`config.mk`:
```
export PLATFORM = sky130hd
export DESIGN_NAME = bus_slave_ack_status_lock
export DESIGN_NICKNAME = d
export VERILOG_FILES = /design/src/hw/slave_ack_pkg.sv /design/src/hw/bus_slave_ack_status_lock.sv
export SDC_FILE = /design/constraint.sdc
export NUM_CORES = 1
export LEC_CHECK = 0
export ABC_AREA = 1
export BUFFER_PORTS_ARGS = -buffer_cell sky130_fd_sc_hd__buf_2
export CORE_MARGIN = 8
export CORE_UTILIZATION = 35
export CTS_BUF_LIST = sky130_fd_sc_hd__clkbuf_4 sky130_fd_sc_hd__clkbuf_8
export CTS_CLUSTER_SIZE = 16
export DETAILED_ROUTE_END_ITERATION = 10
export GPL_TIMING_DRIVEN = 0
export SYNTH_ARGS = -nofsm -noshare
export SYNTH_HDL_FRONTEND = slang
export SYNTH_SLANG_ARGS = --single-unit
```
`constraint.sdc`:
```
create_clock -name hclk -period 2.15 [get_ports hclk]
set_input_delay 0.215 -clock hclk [delete_from_list [all_inputs] [get_ports hclk]]
set_output_delay 0.215 -clock hclk [all_outputs]
set_load 0.05 [all_outputs]
```
`src/hw/slave_ack_pkg.sv`:
```
package slave_ack_pkg;
	// Register byte offsets
	localparam logic [7:0] OFS_CTRL = 8'h00;
	localparam logic [7:0] OFS_DATA = 8'h04;
	localparam logic [7:0] OFS_STATUS = 8'h08;
	localparam logic [7:0] OFS_LOCK = 8'h0C;
	// Control register fields
	localparam int CTRL_RX_PERMIT_BIT = 0;
	localparam int CTRL_TX_PERMIT_BIT = 1;
	localparam logic [1:0] CTRL_RESET = 2'h0;
	// Slave status byte fields
	localparam int ST_TX_WRITTEN_BIT = 0;
	localparam int ST_RX_HELD_BIT = 1;
	localparam int ST_LOCKED_BIT = 2;
	localparam int ST_TX_READY_BIT = 4;
	localparam logic [1:0] ST_MODE = 2'h2;
	localparam logic ST_TX_WRITTEN_RESET = 1'b1;
	localparam int LOCK_ADDR_W = 12;
	localparam int CTRL_WRITE_BIT = 3;
	localparam logic ACK_BIT = 1'b0;
	localparam logic NACK_BIT = 1'b1;
	// Control codes
	localparam logic [3:0] CODE_STATUS = 4'h0;
	localparam logic [3:0] CODE_READ_LOCK = 4'h3;
	localparam logic [3:0] CODE_LOCK_LO = 4'h4;
	localparam logic [3:0] CODE_LOCK_HI = 4'h5;
	localparam logic [3:0] CODE_STATUS_UNLOCK = 4'h6;
	localparam logic [3:0] CODE_READ = 4'h7;
	localparam logic [3:0] CODE_CMD_LOCK = 4'hA;
	localparam logic [3:0] CODE_WRITE_LOCK = 4'hB;
	localparam logic [3:0] CODE_CMD = 4'hE;
	localparam logic [3:0] CODE_WRITE = 4'hF;

	typedef enum logic [1:0] {
		FLD_SLAVE = 2'h0,
		FLD_CTRL = 2'h1,
		FLD_LEN = 2'h2,
		FLD_DATA = 2'h3
	} field_kind_t;

	typedef enum logic [1:0] {
		ST_IDLE = 2'h0,
		ST_CTRL = 2'h1,
		ST_LEN = 2'h3,
		ST_DATA = 2'h2
	} sess_state_t;

	// One received field, reported by the field processing logic
	typedef struct packed {
		logic valid;
		field_kind_t kind;
		logic parity_ok;
		logic timing_err;
		logic bcast;
		logic addr_match;
		logic master_ack_n;
		logic [LOCK_ADDR_W-1:0] master_addr;
		logic [7:0] data;
	} field_evt_t;

	typedef struct packed {
		logic valid;
		logic nack;
		logic stop;
	} ack_out_t;
endpackage

```
`src/hw/bus_slave_ack_status_lock.sv`:
```
`timescale 1ns/10ps
// Behaviour
// - Slave field NACK and stop on address parity, timing error or no match.
// - Control field NACK and stop on control parity error.
// - Write code with receive permit clear: NACK, end individual transfer.
// - Data read 3H/7H with transmit permit clear: NACK control field.
// - Locked: codes 3,6,7,A,B,E,F from non-owner get NACK.
// - Lock address read 4H/5H while unlocked gets NACK.
// - Control NACK on timing error or undefined code.
// - Status request codes always ACK regardless of transmit permit.
// - Receive permit refuses individual only; broadcast continues, raises events.
// - Length field NACK and stop on parity or timing error.
// - Data byte NACK on parity, timing error, or full one-byte buffer.
// - Broadcast rejected byte: no resend, flag error, stop receiving.
// - Status byte reflects outcome of the latest communication.
// - Status bit 0: transmit data written; 1 after reset.
// - Status bit 1: received byte held; buffer one byte deep.
// - Status bit 4 mirrors the transmit permit flag.
// - Status bits 7:6 read fixed 10, mode 2.
// - Lock read 4H/5H returns 12-bit owner address in bytes.
// - Data read 3H/7H returns the slave data buffer.
// - Locked: refuse reception from all but owner, broadcast included.
// - Acknowledge bit 0 is ACK, 1 is NACK.
// - Locking code frame ends after ACKed length, bytes short: lock.
// - All bytes done under locking or unlock code: unlock.
module bus_slave_ack_status_lock
	import slave_ack_pkg::*;
(
	input wire logic hclk,
	input wire logic hresetn,
	input wire logic hsel,
	input wire logic [7:0] haddr,
	input wire logic [1:0] htrans,
	input wire logic hwrite,
	input wire logic [2:0] hsize,
	input wire logic hready,
	input wire logic [31:0] hwdata,
	output logic [31:0] hrdata,
	output logic hreadyout,
	output logic hresp,
	input wire field_evt_t field_evt,
	input wire logic frame_end,
	input wire logic frame_all_done,
	output ack_out_t ack_out,
	output logic [7:0] tx_byte,
	output logic comm_error,
	output logic data_request_irq,
	output logic transfer_end_irq
);
	sess_state_t state_reg, state_next;
	logic [1:0] ctrl_reg;
	logic slave_rx_permit, slave_tx_permit;
	logic [7:0] byte_buffer_reg, rx_byte_reg;
	logic tx_written_reg, rx_held_reg, locked_reg;
	logic [LOCK_ADDR_W-1:0] lock_addr_reg, master_reg;
	logic [3:0] code_reg;
	logic bcast_reg, len_acked_reg, byte_idx_reg;
	logic [7:0] status_byte;
	logic lock_other, code_defined, code_guarded, code_lock;
	logic nack_now, stop_now, err_now, rx_take, rd_ack;
	logic ev_slave, ev_ctrl, ev_len, ev_data;
	logic [3:0] code_in;
	logic wr_pend_reg;
	logic [7:0] waddr_reg;
	logic [31:0] hrdata_reg;
	ack_out_t ack_reg;
	logic [7:0] tx_byte_reg;
	logic comm_err_reg, dreq_reg, tend_reg;
	logic ahb_req, sw_data_rd, sw_data_wr;

	assign slave_rx_permit = ctrl_reg[CTRL_RX_PERMIT_BIT];
	assign slave_tx_permit = ctrl_reg[CTRL_TX_PERMIT_BIT];
	assign status_byte = {ST_MODE, 1'b0, slave_tx_permit, 1'b0,
		locked_reg, rx_held_reg, tx_written_reg};

	// AHB-Lite slave, zero wait states
	assign ahb_req = hsel & htrans[1] & hready;
	assign hreadyout = 1'b1;
	assign hresp = 1'b0;
	assign hrdata = hrdata_reg;
	assign sw_data_rd = ahb_req & ~hwrite & (haddr == OFS_DATA);
	assign sw_data_wr = wr_pend_reg & (waddr_reg == OFS_DATA);

	always_ff @(posedge hclk or negedge hresetn) begin
		if (!hresetn) begin
			wr_pend_reg <= 1'b0;
			waddr_reg <= 8'h00;
		end else begin
			wr_pend_reg <= ahb_req & hwrite;
			if (ahb_req) begin
				waddr_reg <= haddr;
			end
		end
	end

	// Read data is captured at the address phase so it stands in the data phase
	always_ff @(posedge hclk or negedge hresetn) begin
		if (!hresetn) begin
			hrdata_reg <= 32'h00000000;
		end else if (ahb_req && !hwrite) begin
			case (haddr)
			OFS_CTRL: hrdata_reg <= {30'h00000000, ctrl_reg};
			OFS_DATA: hrdata_reg <= {24'h000000, rx_byte_reg};
			OFS_STATUS: hrdata_reg <= {24'h000000, status_byte};
			OFS_LOCK: hrdata_reg <= {20'h00000, lock_addr_reg};
			default: hrdata_reg <= 32'h00000000;
			endcase
		end
	end

	always_ff @(posedge hclk or negedge hresetn) begin
		if (!hresetn) begin
			ctrl_reg <= CTRL_RESET;
		end else if (wr_pend_reg && waddr_reg == OFS_CTRL) begin
			ctrl_reg <= hwdata[1:0];
		end
	end

	always_ff @(posedge hclk or negedge hresetn) begin
		if (!hresetn) begin
			byte_buffer_reg <= 8'h00;
		end else if (sw_data_wr) begin
			byte_buffer_reg <= hwdata[7:0];
		end
	end

	// Field classification
	assign code_in = field_evt.data[3:0];
	assign ev_slave = field_evt.valid & (field_evt.kind == FLD_SLAVE)
		& (state_reg == ST_IDLE);
	assign ev_ctrl = field_evt.valid & (field_evt.kind == FLD_CTRL)
		& (state_reg == ST_CTRL);
	assign ev_len = field_evt.valid & (field_evt.kind == FLD_LEN)
		& (state_reg == ST_LEN);
	assign ev_data = field_evt.valid & (field_evt.kind == FLD_DATA)
		& (state_reg == ST_DATA);
	assign lock_other = locked_reg & (master_reg != lock_addr_reg);

	always_comb begin
		case (code_in)
		CODE_STATUS, CODE_READ_LOCK, CODE_LOCK_LO, CODE_LOCK_HI,
		CODE_STATUS_UNLOCK, CODE_READ, CODE_CMD_LOCK, CODE_WRITE_LOCK,
		CODE_CMD, CODE_WRITE: code_defined = 1'b1;
		default: code_defined = 1'b0;
		endcase
	end

	always_comb begin
		case (code_in)
		CODE_READ_LOCK, CODE_STATUS_UNLOCK, CODE_READ, CODE_CMD_LOCK,
		CODE_WRITE_LOCK, CODE_CMD, CODE_WRITE: code_guarded = 1'b1;
		default: code_guarded = 1'b0;
		endcase
	end

	assign code_lock = (code_reg == CODE_READ_LOCK)
		| (code_reg == CODE_CMD_LOCK) | (code_reg == CODE_WRITE_LOCK);

	// Acknowledge decision per field
	always_comb begin
		nack_now = 1'b0;
		stop_now = 1'b0;
		err_now = 1'b0;
		rx_take = 1'b0;
		rd_ack = 1'b0;
		state_next = state_reg;
		if (ev_slave) begin
			nack_now = ~field_evt.parity_ok | field_evt.timing_err
				| ~field_evt.addr_match;
			if (locked_reg && field_evt.master_addr != lock_addr_reg) begin
				nack_now = 1'b1;
			end
			stop_now = nack_now;
			state_next = nack_now ? ST_IDLE : ST_CTRL;
		end else if (ev_ctrl) begin
			nack_now = ~field_evt.parity_ok
				| field_evt.timing_err | ~code_defined
				| (lock_other & code_guarded)
				| (~locked_reg & ((code_in == CODE_LOCK_LO)
				| (code_in == CODE_LOCK_HI)));
			// Broadcast keeps running with reception disabled
			if (code_in[CTRL_WRITE_BIT] && !slave_rx_permit
				&& !bcast_reg) begin
				nack_now = 1'b1;
			end
			// Status codes never consult the transmit permit
			if ((code_in == CODE_READ_LOCK || code_in == CODE_READ)
				&& !slave_tx_permit) begin
				nack_now = 1'b1;
			end
			stop_now = nack_now;
			state_next = nack_now ? ST_IDLE : ST_LEN;
		end else if (ev_len) begin
			stop_now = ~field_evt.parity_ok | field_evt.timing_err;
			nack_now = stop_now | bcast_reg;
			state_next = stop_now ? ST_IDLE : ST_DATA;
		end else if (ev_data && code_reg[CTRL_WRITE_BIT]) begin
			nack_now = ~field_evt.parity_ok | field_evt.timing_err
				| rx_held_reg | lock_other;
			rx_take = ~nack_now;
			if (bcast_reg) begin
				err_now = nack_now;
				stop_now = nack_now;
				nack_now = 1'b1;
			end else begin
				stop_now = field_evt.timing_err;
			end
			state_next = stop_now ? ST_IDLE : ST_DATA;
		end else if (ev_data) begin
			rd_ack = ~field_evt.master_ack_n & ~field_evt.timing_err;
			stop_now = field_evt.timing_err;
			state_next = stop_now ? ST_IDLE : ST_DATA;
		end
		if (frame_end) begin
			state_next = ST_IDLE;
		end
	end

	always_ff @(posedge hclk or negedge hresetn) begin
		if (!hresetn) begin
			state_reg <= ST_IDLE;
		end else begin
			state_reg <= state_next;
		end
	end

	// Answer to the link; read-data fields carry no answer from us
	always_ff @(posedge hclk or negedge hresetn) begin
		if (!hresetn) begin
			ack_reg <= '0;
			comm_err_reg <= 1'b0;
			dreq_reg <= 1'b0;
			tend_reg <= 1'b0;
		end else begin
			ack_reg.valid <= ev_slave | ev_ctrl | ev_len
				| (ev_data & code_reg[CTRL_WRITE_BIT]);
			ack_reg.nack <= nack_now ? NACK_BIT : ACK_BIT;
			ack_reg.stop <= stop_now;
			comm_err_reg <= err_now;
			dreq_reg <= rx_take;
			tend_reg <= frame_end & (state_reg != ST_IDLE);
		end
	end
	assign ack_out = ack_reg;
	assign comm_error = comm_err_reg;
	assign data_request_irq = dreq_reg;
	assign transfer_end_irq = tend_reg;

	// Session context
	always_ff @(posedge hclk or negedge hresetn) begin
		if (!hresetn) begin
			master_reg <= '0;
			code_reg <= CODE_STATUS;
			bcast_reg <= 1'b0;
			len_acked_reg <= 1'b0;
			byte_idx_reg <= 1'b0;
		end else begin
			if (ev_slave) begin
				master_reg <= field_evt.master_addr;
				bcast_reg <= field_evt.bcast;
				len_acked_reg <= 1'b0;
			end
			if (ev_ctrl) begin
				code_reg <= code_in;
				byte_idx_reg <= 1'b0;
			end
			if (ev_len && !stop_now) begin
				len_acked_reg <= 1'b1;
			end
			if (rd_ack) begin
				byte_idx_reg <= ~byte_idx_reg;
			end
		end
	end

	// Byte offered on master reads
	always_ff @(posedge hclk or negedge hresetn) begin
		if (!hresetn) begin
			tx_byte_reg <= 8'h00;
		end else if ((ev_ctrl && !nack_now) || rd_ack) begin
			case (ev_ctrl ? code_in : code_reg)
			CODE_READ_LOCK, CODE_READ: tx_byte_reg <= byte_buffer_reg;
			CODE_LOCK_LO, CODE_LOCK_HI: tx_byte_reg <= (ev_ctrl
				|| byte_idx_reg) ? lock_addr_reg[7:0]
				: {4'h0, lock_addr_reg[11:8]};
			default: tx_byte_reg <= status_byte;
			endcase
		end
	end
	assign tx_byte = tx_byte_reg;

	// Software write set wins over a master read clear in the same cycle
	always_ff @(posedge hclk or negedge hresetn) begin
		if (!hresetn) begin
			tx_written_reg <= ST_TX_WRITTEN_RESET;
		end else if (sw_data_wr) begin
			tx_written_reg <= 1'b1;
		end else if (rd_ack && (code_reg == CODE_READ_LOCK
			|| code_reg == CODE_READ)) begin
			tx_written_reg <= 1'b0;
		end
	end

	always_ff @(posedge hclk or negedge hresetn) begin
		if (!hresetn) begin
			rx_held_reg <= 1'b0;
			rx_byte_reg <= 8'h00;
		end else if (rx_take) begin
			rx_held_reg <= 1'b1;
			rx_byte_reg <= field_evt.data;
		end else if (sw_data_rd) begin
			rx_held_reg <= 1'b0;
		end
	end

	// Lock only in individual frames
	always_ff @(posedge hclk or negedge hresetn) begin
		if (!hresetn) begin
			locked_reg <= 1'b0;
			lock_addr_reg <= '0;
		end else if (frame_end && !bcast_reg && len_acked_reg
			&& state_reg == ST_DATA) begin
			if (frame_all_done && (code_lock
				|| code_reg == CODE_STATUS_UNLOCK)) begin
				locked_reg <= 1'b0;
			end else if (!frame_all_done && code_lock && !lock_other) begin
				locked_reg <= 1'b1;
				lock_addr_reg <= master_reg;
			end
		end
	end
endmodule

```
After elaboration in Yosys (flattened, before gate mapping)
Memory sizes are Yosys's and may differ from the RTL's.
Cells that the tools add are included.
{"block": "classes", "eq_ne": 30, "mux": 62, "bitwise_logic": 44, "n_reduce_logical": 45}
{"operator": "1-bit two-way mux", "n": 48}
{"operator": "12-bit case mux with 4 select lines", "n": 1}
{"operator": "4-bit by 3-bit == test with 1-bit output (second input constant)", "n": 9}
{"operator": "4-bit == test (second input constant)", "n": 6}
{"operator": "12-bit inequality test", "n": 2}
{"operator": "1-bit bitwise AND", "n": 20}
{"operator": "2-bit two-way mux", "n": 10}
{"operator": "8-bit by 3-bit == test with 1-bit output (second input constant)", "n": 2}
{"operator": "8-bit by 4-bit == test with 1-bit output (second input constant)", "n": 2}
{"operator": "1-bit logical AND", "n": 16}
{"operator": "8-bit logical NOT", "n": 2}
{"operator": "8-bit case mux with 2 select lines", "n": 1}
{"operator": "1-bit bitwise OR", "n": 14}
{"operator": "4-bit by 2-bit == test with 1-bit output (second input constant)", "n": 3}
{"operator": "2-bit nonzero test", "n": 6}
{"operator": "1-bit inverter", "n": 10}
{"operator": "2-bit == test (second input constant)", "n": 4}
{"operator": "1-bit logical NOT", "n": 8}
{"operator": "8-bit two-way mux", "n": 1}
{"operator": "7-bit OR reduction", "n": 1}
{"operator": "6-bit nonzero test", "n": 1}
{"operator": "1-bit logical OR", "n": 5}
{"operator": "2-bit by 1-bit == test with 1-bit output (second input constant)", "n": 2}
{"operator": "2-bit logical NOT", "n": 2}
{"operator": "4 further kinds", "n": 5}
{"block": "totals", "ff_bits": 109, "mem_bits_ro": 16, "elab_cells": 205, "n_memories": 1}
{"memory": "(no name shown)", "words": 16, "word_bits": 1, "read_ports": 1, "rd_ports_with_merged_regs": 0, "write_ports": 0, "line_no": "bus_slave_ack_status_lock.sv:140", "source": "case (code_in)"}

Depth between registers and ports, before layout
{"block": "logic_depth", "word_depth": 16, "mapped_depth": 17, "depth_no_buf": 17}

Worst setup path after synthesis
No wires, ideal clock.
{"block": "synth_path", "path_kind": "flip-flop to flip-flop", "from": "register state_reg[1]", "to": "register tx_byte_reg[0], in the netlist tx_byte[0]", "setup_time_ps": 138, "arrival_time_ps": 1430, "required_ps": 2012, "setup_slack_ps": 582, "path_stages_with_launch": 11, "n_path_buf": 0, "synth_period_minus_slack_ps": 1568, "cell_sequence": "dfrtp_1 -> inv_1 -> nand4_4 -> o21ai_2 -> nand2_1 -> nor2_4 -> inv_2 -> nand2_1 -> inv_2 -> nand2_1 -> a41oi_2"}
{"block": "synth_via", "elab_chain_cells": 10}
{"element": "start: declaration", "line_no": "bus_slave_ack_status_lock.sv:50", "source": "sess_state_t state_reg, state_next;"}
{"element": "start signal: assignment", "line_no": "bus_slave_ack_status_lock.sv:223", "source": "state_reg <= state_next;"}
{"element": "2-bit == test", "line_no": "bus_slave_ack_status_lock.sv:136", "source": "& (state_reg == ST_DATA);"}
{"element": "1-bit bitwise AND", "line_no": "bus_slave_ack_status_lock.sv:136"}
{"element": "1-bit logical AND", "line_no": "bus_slave_ack_status_lock.sv:197", "source": "end else if (ev_data && code_reg[CTRL_WRITE_BIT]) begin"}
{"element": "1-bit two-way mux", "line_no": "bus_slave_ack_status_lock.sv:197"}
{"element": "1-bit two-way mux", "line_no": "bus_slave_ack_status_lock.sv:193", "source": "end else if (ev_len) begin"}
{"element": "1-bit two-way mux", "line_no": "bus_slave_ack_status_lock.sv:175", "source": "end else if (ev_ctrl) begin"}
{"element": "1-bit two-way mux", "line_no": "bus_slave_ack_status_lock.sv:167", "source": "if (ev_slave) begin"}
{"element": "1-bit logical NOT", "line_no": "bus_slave_ack_status_lock.sv:280", "source": "end else if ((ev_ctrl && !nack_now) || rd_ack) begin"}
{"element": "1-bit logical AND", "line_no": "bus_slave_ack_status_lock.sv:280"}
{"element": "1-bit logical OR", "line_no": "bus_slave_ack_status_lock.sv:280"}
{"element": "end signal: assignment", "line_no": "bus_slave_ack_status_lock.sv:282", "source": "CODE_READ_LOCK, CODE_READ: tx_byte_reg <= byte_buffer_reg;"}
{"element": "end signal: assignment", "line_no": "bus_slave_ack_status_lock.sv:283", "source": "CODE_LOCK_LO, CODE_LOCK_HI: tx_byte_reg <= (ev_ctrl"}
{"element": "end signal: assignment", "line_no": "bus_slave_ack_status_lock.sv:286", "source": "default: tx_byte_reg <= status_byte;"}
{"element": "end: declaration", "line_no": "bus_slave_ack_status_lock.sv:67", "source": "logic [7:0] tx_byte_reg;"}
Parallel ways exist; a longest one is shown, timed or not.
A chain may end at the register's enable or synchronous reset.

Final worst setup path
{"block": "layout_path", "from": "register lock_addr_reg[9]", "to": "register tx_byte_reg[1], in the netlist tx_byte[1]"}
{"block": "layout_via", "elab_chain_cells": 14}
{"element": "start: declaration", "line_no": "bus_slave_ack_status_lock.sv:55", "source": "logic [LOCK_ADDR_W-1:0] lock_addr_reg, master_reg;"}
{"element": "start signal: assignment", "line_no": "bus_slave_ack_status_lock.sv:328", "source": "lock_addr_reg <= master_reg;"}
{"element": "12-bit inequality test", "line_no": "bus_slave_ack_status_lock.sv:137", "source": "assign lock_other = locked_reg & (master_reg != lock_addr_reg);"}
{"element": "1-bit bitwise AND", "line_no": "bus_slave_ack_status_lock.sv:137"}
{"element": "1-bit bitwise AND", "line_no": "bus_slave_ack_status_lock.sv:178", "source": "| (lock_other & code_guarded)"}
{"element": "1-bit bitwise OR", "line_no": "bus_slave_ack_status_lock.sv:178"}
{"element": "1-bit bitwise OR", "line_no": "bus_slave_ack_status_lock.sv:179", "source": "| (~locked_reg & ((code_in == CODE_LOCK_LO)"}
{"element": "1-bit two-way mux", "line_no": "bus_slave_ack_status_lock.sv:182", "source": "if (code_in[CTRL_WRITE_BIT] && !slave_rx_permit"}
{"element": "1-bit two-way mux", "line_no": "bus_slave_ack_status_lock.sv:187", "source": "if ((code_in == CODE_READ_LOCK || code_in == CODE_READ)"}
{"element": "1-bit two-way mux", "line_no": "bus_slave_ack_status_lock.sv:175"}
{"element": "1-bit two-way mux", "line_no": "bus_slave_ack_status_lock.sv:167"}
{"element": "1-bit two-way mux", "line_no": "bus_slave_ack_status_lock.sv:175"}
{"element": "1-bit two-way mux", "line_no": "bus_slave_ack_status_lock.sv:167"}
{"element": "1-bit logical NOT", "line_no": "bus_slave_ack_status_lock.sv:280"}
{"element": "1-bit logical AND", "line_no": "bus_slave_ack_status_lock.sv:280"}
{"element": "1-bit logical OR", "line_no": "bus_slave_ack_status_lock.sv:280"}
Parallel ways exist; a longest one is shown, timed or not. The select of a mux whose other input is x is not followed.

==> summary.md <==
| Metric | Value |
|---|---|
| RSZ-0062 raised after global routing | `false` |
| Crit-path max FO | `10` |
| DRT antenna net count | `0` |
| Die width | `approximately 130 um` |
| Final max-slew violation count | `0` |
| Initial antenna violation count | `0` |
| Input/output buffers | `just under 80` |
| Internal power | `2.81 mW` |
| Top_reg_cell synth | `dfrtp_1` |
| Layout area overhead | `21.4%` |
| PnR worst setup slack | `around 0.22 ns` |
| Final wirelength | `about 12000 um` |
| Area of the core | `0.0127 sq mm` |
| Clock Skew | `0.0135 ns` |
| Die Height | `130 um` |
| Via Count | `approximately 3900` |
| Synth Register Bits | `between 80 and 90` |
| GR Overflow Total | `0` |
| Dpl cell area | `~0.0053 sq mm` |
| Avg WL per Cell | `around 14 um` |
| PwrDens | `~740 mW/mm^2` |
| Critical path data arrival time | `approximately 2.2 ns` |
| Fin nets | `~750` |
| H-tree depth | `3` |
| Final Hold Fails | `0` |
| Unique masters post-synth | `46` |
| Vias per cell | `about 4.7` |
| Reg power frac | `0.481` |
| Vias in the first global route | `about 4000` |
| CP Class | `flip-flop to flip-flop` |
| Worst path required time | `2.43 ns` |
| Worst-path clk slew | `approximately 0.090 ns` |
| Final Power | `slightly above 4 mW` |
| Fillcell total | `between 1000 and 1500` |
| Element type at the critical path end | `flip-flop` |
| Pre-CTS WS | `-0.0692 ns` |
| Mapped Area | `0.00456 sq mm` |
| Non-Filler Instances | `roughly 840` |
| Synth top area share | `0.483` |
| HPWL Detailed | `~9700 um` |
| Outcome | `finished, final reports clean` |
| Num CTS Buffers | `9` |
| Combinational Power Share | `0.209` |
| I/O pin cnt | `between 100 and 150` |
| Number of diodes | `0` |
| Hold Crit Endpoint | `rx_byte_reg[5]` |
| Flop-to-flop setup slack | `0.22 ns` |
| Initial DRC count | `206` |
| First-pass GRT wire length | `roughly 20000 um` |
| CTS root buf | `clkbuf_8` |
| Clock power frac | `0.310` |
| TritonRoute pass-1 iters | `5` |
| Sequential fraction of the synthesis area | `0.488` |
| Std cell rows | `between 40 and 50` |
| Full die area | `~0.017 sq mm` |
| Largest net degree at the start of global routing | `66` |
| Final GP Congestion | `slightly below 0.9` |
| Post-synth top area cell | `dfrtp_1` |
| Syn_area_per_cell | `8.23 sq um` |
| R2r endpoint | `tx_byte[1]` |
| Min Tclk post-route | `between 1.5 and 2 ns` |
| GRT Overall Usage | `0.149` |
| Final instance area | `0.00554 sq mm` |
| Share of layout cells above drive strength 1 | `0.232` |
| DRC Markers | `0` |
| FFs w/ async S/R, synth | `1.00` |
| CTS tree | `built` |
| Endpoints failing setup | `0` |
| Cell Count Post-Placement | `about 820` |
| Synth area leaders | `dfrtp_1 48%, nand2_1 13%, inv_1 5.4%` |
| Reg2reg start | `lock_addr_reg[9]` |
| Hold Slack | `slightly above 0.05 ns` |
| Worst hold path type | `input pin to flip-flop` |
| Fmax | `between 0.5 and 0.6 GHz` |
| Max Cap Viol | `0` |
| Clock Sinks | `just under 90` |
| Clock Path Buffers | `2` |
| FF-to-FF path depth | `12` |
| Clk_lat worst skew | `0.37 ns` |
| Post-Synthesis Cells | `approximately 550` |
| Max rail drop VDD | `roughly 0.00035 V` |
| Starting Density | `0.360` |
| WHS Path Cells | `3` |
| Warnings, synthesis | `0` |
| EDFF count, synth | `0` |
| Sw frac | `0.318` |
| HP Start | `field_evt[5]` |
| Critical Path Start Type | `flip-flop` |
| Final Cycle Share | `0.897` |
| Net Switching | `approximately 1.3 mW` |
| Leakage power | `2.92 nW` |
==> synth_stat cells, drive strengths merged, types with 2 or more instances <==
| master | n |
|---|---|
| a41oi | 5 |
| nor3 | 5 |
| mux2 | 9 |
| o211ai | 7 |
| nand2 | 162 |
| conb | 2 |
| o21ai | 48 |
| clkbuf | 7 |
| xnor2 | 9 |
| ha | 4 |
| nor2 | 44 |
| inv | 69 |
| o22ai | 3 |
| nand3 | 20 |
| xor2 | 3 |
| buf | 25 |
| nor4 | 5 |
| dfrtp | 88 |
| a21oi | 16 |
| nand4 | 10 |
| a22oi | 2 |
==> cells by family after synthesis <==
group | after synthesis | share of synthesized area
simple gates | 249 | 0.235
other cells | 2 | 0.00165
flops | 89 | 0.488
mux | 9 | 0.0222
xor+xnor | 12 | 0.0230
fa+ha+maj | 4 | 0.0110
buf+inv | 102 | 0.104
compound gates | 87 | 0.114
==> through the flow <==
step	TNS [ns]	utilization
global route	0	0.437
floorplan	0	-
detailed placement	-0.260	0.416
global placement	-0.00677	0.413
CTS	0	0.434
finish	0	0.437
==> worst max-delay path, stage by stage, from the launching register on <==
cell and delay, ns:
dfrtp_1 0.41, inv_1 0.19, nand2_1 0.09, nand2_1 0.07, nand2_1 0.05, nor2_1 0.13, nand3_1 0.14, o211ai_1 0.13
nand3_2 0.17, nand2_2 0.14, buf_6 0.14, nor2_1 0.05, a41oi_1 0.17
==> power by group through the flow <==
stage / registers (mW) / clock network (mW) / logic (mW)
2_1_floorplan: 2.12 / 0 / 0.485
3_3_place_gp: 2.00 / 0 / 0.833
3_5_place_dp: 2.01 / 0 / 0.863
4_1_cts: 1.98 / 1.32 / 0.868
5_1_grt: 2.00 / 1.38 / 0.958
6_report: 1.98 / 1.28 / 0.859
==> layer usage <==
layer,share of wire,vias to the layer above,global-route usage
li1,-,1958,-
met1,0.46,1838,0.189
met2,0.46,118,0.241
met3,0.061,19,0.0347
met4,0.020,0,0.0546
met5,0,-,0
==> placed cells by master, fill, tap and decap left out, types with 4 or more instances in the layout <==
cell / synthesis / final
inv_1: 66 / 66
buf_2: 2 / 77
clkbuf_1: 7 / 6
a21oi_1: 16 / 16
nand4_1: 8 / 8
ha_1: 4 / 4
o211ai_1: 7 / 7
conb_1: 2 / 22
nand3_1: 18 / 18
mux2_2: 9 / 9
o21ai_0: 43 / 43
a41oi_1: 4 / 4
dfrtp_1: 88 / 88
buf_4: 22 / 27
clkbuf_8: 0 / 9
nor2_1: 41 / 41
xnor2_1: 9 / 9
o21ai_2: 4 / 4
nor3_1: 4 / 4
nand2_1: 160 / 160
==> final cells by class <==
cell class	instances	area, sq um	share of cell area
flip-flops and latches	89	2230	0.402
multi-input cells	383	1940	0.350
repair buffers	82	448	0.0809
inverters	70	264	0.0477
plain buffers	32	223	0.0402
well taps	172	215	0.0389
clock buffers	10	131	0.0237
clock inverters	6	90.1	0.0163
==> repair_timing <==
action | CTS | global route
buffers inserted | 0 | 3
hold endpoints to repair | 24 | 0
setup endpoints to repair | 7 | 13
pin swaps | 1 | 1
resized for setup | 2 | 5
hold buffers | 1 | 0
==> worst max path at each step <==
stage,from,endpoint,cells past startpoint
after CTS,lock_addr_reg[9],lock_addr_reg[4],10
after detailed placement,lock_addr_reg[9],lock_addr_reg[4],10
after global placement,lock_addr_reg[5],lock_addr_reg[9],10
final,lock_addr_reg[9],tx_byte[1],12
after floorplan,state_reg[1],tx_byte[0],10
after global routing,lock_addr_reg[5],len_acked_reg,15
Note: power is estimated with default switching activity, not from simulation.
